==> src/include/scsel_pkg.sv <==
// Package with register map, field positions, reset values and timing constants.
package scsel_pkg;
  // ****************************************************************
  // Register map
  // ****************************************************************
  localparam logic [11:0] serial_control_addr = 12'h000;
  localparam logic [11:0] serial_status_addr  = 12'h004;
  localparam logic [11:0] mode_addr           = 12'h008;
  localparam logic [11:0] baud_div_addr       = 12'h00c;
  localparam logic [11:0] tx_data_addr        = 12'h010;
  // ****************************************************************
  // Field positions
  // ****************************************************************
  localparam int tx_done_irq_enable_bit     = 2;
  localparam int clock_source_select_hi_bit = 1;
  localparam int clock_source_select_lo_bit = 0;
  localparam int tx_holding_empty_bit       = 7;
  localparam int tx_done_bit                = 2;
  localparam int sync_mode_bit              = 0;
  // ****************************************************************
  // Reset values
  // ****************************************************************
  localparam logic [7:0] serial_control_rst = 8'h00;
  localparam logic [7:0] baud_div_rst       = 8'h0f;
  localparam logic [7:0] status_rst         = 8'h84;
  // ****************************************************************
  // Timing
  // ****************************************************************
  localparam int ext_oversample = 16;
  localparam logic [3:0] ext_last_tick = 4'hf;
  localparam logic [3:0] frame_bits    = 4'ha;
  localparam logic [3:0] sync_bits     = 4'h8;
  typedef enum logic [1:0] {
    scsel_idle_s  = 2'b00,
    scsel_shift_s = 2'b01
  } scsel_state_t;
endpackage

==> src/scsel_edge_sync.sv <==
// Two-flop synchroniser with rising-edge pulse on the synchronised level.
`timescale 1ns/1ps
`default_nettype none
module scsel_edge_sync (
  input  wire logic clk,
  input  wire logic reset_n,
  input  wire logic async_in,
  output logic      level,
  output logic      rise
);
  logic meta;
  logic last;
  always_ff @(posedge clk) begin
    if (!reset_n) begin
      meta  <= 1'b0;
      level <= 1'b0;
      last  <= 1'b0;
    end else begin
      meta  <= async_in;
      level <= meta;
      last  <= level;
    end
  end
  assign rise = level & ~last;
endmodule // scsel_edge_sync
`default_nettype wire

==> src/scsel_top.sv <==
// Serial control: transmit-end interrupt enable and clock source selection.
`timescale 1ns/1ps
`default_nettype none
module scsel_top (
  input  wire logic        clk,
  input  wire logic        reset_n,
  input  wire logic        psel,
  input  wire logic        penable,
  input  wire logic        pwrite,
  input  wire logic [11:0] paddr,
  input  wire logic [31:0] pwdata,
  output logic      [31:0] prdata,
  output logic             pready,
  output logic             pslverr,
  input  wire logic        sck_in,
  output logic             sck_out,
  output logic             sck_oe,
  output logic             txd,
  output logic             tx_done_irq
);
  logic [7:0] serial_control;
  logic       sync_mode;
  logic [7:0] baud_div;
  logic [7:0] tx_data;
  logic       tx_holding_empty_flag;
  logic       tx_done_flag;
  logic       empty_seen;
  logic [7:0] baud_cnt;
  logic       bit_clk;
  logic [3:0] ext_cnt;
  logic [3:0] bit_cnt;
  logic [9:0] shifter;
  logic       sck_rise;
  logic       bit_tick;
  logic       start_tx;
  logic       wr;
  logic       rd;
  scsel_pkg::scsel_state_t state;
  wire logic tx_done_irq_enable     = serial_control[scsel_pkg::tx_done_irq_enable_bit];
  wire logic clock_source_select_hi = serial_control[scsel_pkg::clock_source_select_hi_bit];
  wire logic clock_source_select_lo = serial_control[scsel_pkg::clock_source_select_lo_bit];
  // ****************************************************************
  // Bus slave
  // ****************************************************************
  assign wr = psel & penable & pwrite;
  assign rd = psel & penable & ~pwrite;
  always_ff @(posedge clk) begin
    if (!reset_n) begin
      serial_control <= scsel_pkg::serial_control_rst;
      sync_mode      <= 1'b0;
      baud_div       <= scsel_pkg::baud_div_rst;
      tx_data        <= 8'h00;
    end else if (wr) begin
      unique case (paddr)
        scsel_pkg::serial_control_addr: serial_control <= {5'h00, pwdata[2:0]};
        scsel_pkg::mode_addr:           sync_mode      <= pwdata[scsel_pkg::sync_mode_bit];
        scsel_pkg::baud_div_addr:       baud_div       <= pwdata[7:0];
        scsel_pkg::tx_data_addr:        tx_data        <= pwdata[7:0];
        default: ;
      endcase
    end
  end
  always_ff @(posedge clk) begin
    if (!reset_n) begin
      prdata  <= 32'h0000_0000;
      pready  <= 1'b0;
      pslverr <= 1'b0;
    end else begin
      pready  <= psel & ~penable;
      pslverr <= 1'b0;
      prdata  <= 32'h0000_0000;
      if (psel & ~penable) begin
        unique case (paddr)
          scsel_pkg::serial_control_addr: prdata <= {24'h0, serial_control};
          scsel_pkg::serial_status_addr:
            prdata <= {24'h0, tx_holding_empty_flag, 4'h0, tx_done_flag, 2'b00};
          scsel_pkg::mode_addr:     prdata <= {31'h0, sync_mode};
          scsel_pkg::baud_div_addr: prdata <= {24'h0, baud_div};
          scsel_pkg::tx_data_addr:  prdata <= {24'h0, tx_data};
          default:                  pslverr <= 1'b1;
        endcase
      end
    end
  end
  // ****************************************************************
  // Status flags
  // ****************************************************************
  // A clear needs a prior read of the empty flag as 1, so software cannot drop it blindly.
  assign start_tx = wr && paddr == scsel_pkg::serial_status_addr && empty_seen
                    && !pwdata[scsel_pkg::tx_holding_empty_bit] && tx_holding_empty_flag;
  always_ff @(posedge clk) begin
    if (!reset_n) begin
      empty_seen            <= 1'b0;
      tx_holding_empty_flag <= 1'b1;
      tx_done_flag          <= 1'b1;
    end else begin
      if (rd && paddr == scsel_pkg::serial_status_addr && tx_holding_empty_flag)
        empty_seen <= 1'b1;
      else if (start_tx)
        empty_seen <= 1'b0;
      if (start_tx) begin
        tx_holding_empty_flag <= 1'b0;
        tx_done_flag          <= 1'b0;
      end else if (state == scsel_pkg::scsel_shift_s && bit_tick && bit_cnt == 4'h1) begin
        tx_holding_empty_flag <= 1'b1;
        tx_done_flag          <= 1'b1;
      end
    end
  end
  // ****************************************************************
  // Clock source
  // ****************************************************************
  scsel_edge_sync u_sck_sync (
    .clk      (clk),
    .reset_n  (reset_n),
    .async_in (sck_in),
    .level    (),
    .rise     (sck_rise)
  );
  always_ff @(posedge clk) begin
    if (!reset_n) begin
      baud_cnt <= 8'h00;
      bit_clk  <= 1'b0;
      ext_cnt  <= 4'h0;
    end else begin
      if (baud_cnt == 8'h00) begin
        baud_cnt <= baud_div;
        bit_clk  <= ~bit_clk;
      end else begin
        baud_cnt <= baud_cnt - 8'h01;
      end
      if (sck_rise)
        ext_cnt <= ext_cnt + 4'h1;
    end
  end
  always_comb begin
    if (clock_source_select_hi) begin
      if (sync_mode)
        bit_tick = sck_rise;
      else
        bit_tick = sck_rise && ext_cnt == scsel_pkg::ext_last_tick;
    end else begin
      bit_tick = baud_cnt == 8'h00 && bit_clk;
    end
  end
  always_ff @(posedge clk) begin
    if (!reset_n) begin
      sck_oe  <= 1'b0;
      sck_out <= 1'b0;
    end else begin
      sck_oe  <= !clock_source_select_hi && (sync_mode || clock_source_select_lo);
      sck_out <= sync_mode ? (bit_clk | state == scsel_pkg::scsel_idle_s) : bit_clk;
    end
  end
  // ****************************************************************
  // Transmitter
  // ****************************************************************
  always_ff @(posedge clk) begin
    if (!reset_n) begin
      state   <= scsel_pkg::scsel_idle_s;
      bit_cnt <= 4'h0;
      shifter <= 10'h3ff;
      txd     <= 1'b1;
    end else begin
      unique case (state)
        scsel_pkg::scsel_idle_s: begin
          if (start_tx) begin
            state   <= scsel_pkg::scsel_shift_s;
            shifter <= sync_mode ? {2'b11, tx_data} : {1'b1, tx_data, 1'b0};
            bit_cnt <= sync_mode ? scsel_pkg::sync_bits : scsel_pkg::frame_bits;
          end
        end
        scsel_pkg::scsel_shift_s: begin
          if (bit_tick) begin
            txd     <= shifter[0];
            shifter <= {1'b1, shifter[9:1]};
            bit_cnt <= bit_cnt - 4'h1;
            if (bit_cnt == 4'h1)
              state <= scsel_pkg::scsel_idle_s;
          end
        end
        default: state <= scsel_pkg::scsel_idle_s;
      endcase
    end
  end
  always_ff @(posedge clk) begin
    if (!reset_n)
      tx_done_irq <= 1'b0;
    else
      tx_done_irq <= tx_done_flag & tx_done_irq_enable;
  end
  // ****************************************************************
  // Checks
  // ****************************************************************
  property p_irq_gate;
    @(posedge clk) disable iff (!reset_n) tx_done_irq |-> $past(tx_done_irq_enable);
  endproperty
  a_irq_gate: assert property (p_irq_gate) else $error("irq without enable");
  property p_disable_clears;
    @(posedge clk) disable iff (!reset_n) !tx_done_irq_enable |=> !tx_done_irq;
  endproperty
  a_disable_clears: assert property (p_disable_clears) else $error("irq stayed");
  property p_start_clears;
    @(posedge clk) disable iff (!reset_n) start_tx |=> !tx_done_flag ##1 !tx_done_irq;
  endproperty
  a_start_clears: assert property (p_start_clears) else $error("done not cleared");
  property p_reset_vals;
    @(posedge clk) $rose(reset_n) |-> serial_control[2:0] == 3'b000;
  endproperty
  a_reset_vals: assert property (p_reset_vals) else $error("bad reset value");
  property p_pin_released;
    @(posedge clk) disable iff (!reset_n)
      (!sync_mode && serial_control[1:0] == 2'b00) [*2] |-> !sck_oe;
  endproperty
  a_pin_released: assert property (p_pin_released) else $error("pin driven");
  property p_pin_out_async;
    @(posedge clk) disable iff (!reset_n)
      (!sync_mode && serial_control[1:0] == 2'b01) [*2] |-> sck_oe;
  endproperty
  a_pin_out_async: assert property (p_pin_out_async) else $error("no clk out");
  // A second count of pin rises, kept apart from ext_cnt, so a broken divider cannot hide.
  logic [4:0] ext_rises;
  logic       ext_primed;
  always_ff @(posedge clk) begin
    if (!reset_n || sync_mode || !clock_source_select_hi) begin
      ext_rises  <= 5'h00;
      ext_primed <= 1'b0;
    end else if (bit_tick) begin
      ext_rises  <= 5'h00;
      ext_primed <= 1'b1;
    end else if (sck_rise) begin
      ext_rises <= ext_rises + 5'h01;
    end
  end
  property p_ext_16;
    @(posedge clk) disable iff (!reset_n)
      (!sync_mode && clock_source_select_hi && bit_tick && ext_primed)
        |-> ext_rises == 5'(scsel_pkg::ext_oversample - 1);
  endproperty
  a_ext_16: assert property (p_ext_16) else $error("ext tick count");
  property p_sync_int;
    @(posedge clk) disable iff (!reset_n)
      (sync_mode && !clock_source_select_hi) [*2] |-> sck_oe;
  endproperty
  a_sync_int: assert property (p_sync_int) else $error("sync not output");
  property p_sync_ext;
    @(posedge clk) disable iff (!reset_n) $past(clock_source_select_hi) |-> !sck_oe;
  endproperty
  a_sync_ext: assert property (p_sync_ext) else $error("ext pin driven");
  c_irq:   cover property (@(posedge clk) disable iff (!reset_n) $rose(tx_done_irq));
  c_start: cover property (@(posedge clk) disable iff (!reset_n) start_tx);
  c_ext:   cover property (@(posedge clk) disable iff (!reset_n) clock_source_select_hi && bit_tick);
endmodule // scsel_top
`default_nettype wire

==> config.mk <==
export PLATFORM = sky130hd
export DESIGN_NAME = scsel_top
export DESIGN_NICKNAME = d
export VERILOG_FILES = /design/src/include/scsel_pkg.sv /design/src/scsel_edge_sync.sv /design/src/scsel_top.sv
export SDC_FILE = /design/constraint.sdc
export NUM_CORES = 1
export LEC_CHECK = 0
export ABC_AREA = 1
export BUFFER_PORTS_ARGS = -buffer_cell sky130_fd_sc_hd__buf_4
export CAP_MARGIN = 30
export CORE_MARGIN = 4
export CORE_UTILIZATION = 40
export DETAILED_ROUTE_END_ITERATION = 10
export GPL_TIMING_DRIVEN = 0
export PLACE_DENSITY = 0.72
export SKIP_LAST_GASP = 1
export SLEW_MARGIN = 25
export SYNTH_ARGS = -nofsm -noshare
export SYNTH_HDL_FRONTEND = slang
export SYNTH_SLANG_ARGS = --single-unit
==> constraint.sdc <==
create_clock -name clk -period 3.2 [get_ports clk]
set_input_delay 0.16 -clock clk [delete_from_list [all_inputs] [get_ports clk]]
set_output_delay 0.16 -clock clk [all_outputs]
set_load 0.01 [all_outputs]
==> impl_metrics.ini <==
[grt]
grtUsageTotal_pct = 15.9
grt_pass1_wl_um = 12700
overflow = 0
grt_pass1_vias = 2831
antenna_found_initial = 0
grt_max_degree = 12

[sta]
whs_ns = 0.0517
hold_viol = 0
period_share_pct = 51.3
setup_viol = 0
rsz0062_at_grt = false
fmax_ghz = 0.609
finalClockSkew_ns = 0.00596
fin_tns_setup_ns = 0
finalCriticalPeriod_ns = 1.64
drv_slew = 0

[yosys]
syn_area_mm2 = 0.00329
synth_seq_cells = 66
yosys.area.top_type = dfxtp_1
netlist.area_leader.share_pct = 40.2
synth_warnings = 0
synth_edf_count = 0
async_flop_share_pct = 0
ys_seq_area_share_pct = 40.2
synthFlopType = dfxtp_1
avgSynthCellArea_um2 = 7.44
synth_cells = 442
ys_types = 31
synthTopCellsByArea = dfxtp_1, nand2_1, nand3_1, buf_4, inv_1

[critical_path]
crit_slowest_cell = dfxtp_1
critPathMaxStageDelay_ns = 0.32
cp.arrival_ns = 1.85
rr_worst_depth = 10
crit_chain = inv_1 > ha_1 > nand2_2 > nor2_4 > nand3_2 > nand2_2 > nand2_4 > buf_6 > nand3_2 > nand3_1
worstSetupPathType = reg -> reg
end_kind = flop
cp_max_fo = 10
startpoint_type = flop
required_ns = 3.41

[route]
dr.pass1.iters = 4
detail_route.vias_per_cell = 4.71
wl_um = 7380
drtIter0Drc = 148
ant_nets = 0
drc = 0
via_count = 2933
post_drt_wl_per_cell_um = 11.8

[final_layout]
final_common_cell = nand2_1
n_antenna_cell = 0
mostFrequentLayoutCells = nand2_1, dfxtp_1, buf_4
syn2layout_area_growth_pct = 23.4
fin_util_pct = 51.7
nNetsFinal = 571
layout-drive-gt1-share_pct = 23.0

[cts]
cts_root_buf = clkbuf_8
htreeDepth = 3
cts_tree = built
numCtsBuffers = 9
cts.sinks = 66
clock_path_buffers = 2
clk_latency_ns = 0.34
clk_pin_slew_worst_paths_ns = 0.07
cts_resized = 0

[power]
p_leak_nw = 2.01
swShare_pct = 27.1
p_per_area_mw_per_mm2 = 537
switchingPower_w = 0.000591
pwr-share-comb_pct = 17.6
intPower_w = 0.00159
vdd_drop_max_v = 0.000242
p_seq_share_pct = 42.0
p_clk_share_pct = 40.4

[place]
gp_congestion = 0.927
port_buffers = 39
dp_hpwl_um = 5720

[floorplanning]
core_mm2 = 0.00785
start_util_pct = 41.9
die_w_um = 98.7
dieArea_mm2 = 0.00973
num_rows = 32
ios = 88
die_y_um = 98.7

[outcome]
outcome = complete, no violations

[hold_path]
hold_path_depth = 2
min_path_type = in -> reg

[job]
maxCapViolCount = 0
[worst paths after layout]
path | from | end | slack, ns
max reg2reg | baud_cnt[0] | shifter[2] | 1.56
max | baud_cnt[0] | shifter[2] | 1.56
min reg2reg | u_sck_sync.meta | u_sck_sync.level | 0.42
min | penable | pready | 0.05
[worst max-delay path: cells and delay by family (launching register included)]
family,cells,cell delay (ns)
and+or+nand+nor,7,0.72
DFF,1,0.32
buffers and inverters,2,0.26
adders and majority gates,1,0.21
[layout make-up]
class / count / area, um^2
plain buffers: 36 / 256
clock buffers: 12 / 155
clock inverters: 4 / 97.6
fillers: 787 / 3790
inverters: 55 / 208
multi-input cells: 308 / 1590
flip-flops and latches: 66 / 1320
well taps: 102 / 128
repair buffers: 40 / 303
[cell usage after synthesis (7+ instances only)]
cell type / n
a21oi_1: 27
buf_4: 25
dfxtp_1: 66
inv_1: 49
nand2_1: 80
nand3_1: 42
nand3_2: 11
nand4_1: 7
nor2_1: 47
o21ai_0: 26
o221ai_1: 7
[sequential cells by signal, indices dropped and copies added, names as in the netlist]
| signal | count |
|---|---|
| txd | 1 |
| bit_clk | 1 |
| prdata | 8 |
| empty_seen | 1 |
| ext_cnt | 4 |
| u_sck_sync.meta | 1 |
| sck_out | 1 |
| sync_mode | 1 |
| pready | 1 |
| bit_cnt | 4 |
| sck_oe | 1 |
| baud_div | 8 |
| shifter | 9 |
| tx_done_irq | 1 |
| tx_done_flag | 1 |
| serial_control | 3 |
| tx_data | 8 |
| baud_cnt | 8 |
| u_sck_sync.last | 1 |
| u_sck_sync.level | 1 |
| pslverr | 1 |
| state | 1 |
[cells by family (layout without fill, tap and decap cells)]
kind of cell	count (synthesis)	after routing	share of synthesized area [%]
simple gates	210	210	31.5
fa+ha+maj	5	5	1.90
flops	66	66	40.2
other cells	1	24	0.114
buf+inv	91	147	14.1
compound gates	63	63	10.5
xor+xnor	6	6	1.60
[metal layers]
| metal | global-route usage (%) | share of wire (%) |
|---|---|---|
| met1 | 19.0 | 43 |
| met2 | 27.5 | 51 |
| met3 | 3.61 | 4.5 |
| met4 | 6.62 | 2.0 |
| met5 | 0 | 0 |
[power by group through the flow]
stage | Combinational, W | Clock [W] | Sequential [W]
2_1_floorplan | 0.000283 | 0 | 0.000928
3_3_place_gp | 0.000366 | 0 | 0.000931
3_5_place_dp | 0.000378 | 0 | 0.000934
4_1_cts | 0.000381 | 0.000896 | 0.000916
5_1_grt | 0.000439 | 0.000936 | 0.000922
6_report | 0.000383 | 0.000879 | 0.000915
[timing repair]
| item | CTS | global route |
|---|---|---|
| endpoints found under the hold margin | 1 | 0 |
| hold buffers | 1 | 0 |
| endpoints found under the setup margin | 0 | 0 |
| buffers inserted | 0 | 0 |
[per-stage QoR]
step	power, W	instance area, um^2	setup slack (ns)	cells
2_1_floorplan	0.00121	3370	1.80	465
3_3_place_gp	0.00130	3790	1.63	606
3_5_place_dp	0.00131	3790	1.57	606
4_1_cts	0.00219	4060	1.57	623
5_1_grt	0.00230	4060	1.39	623
6_report	0.00218	4060	1.56	623
Power figures use the tool's default switching activity.
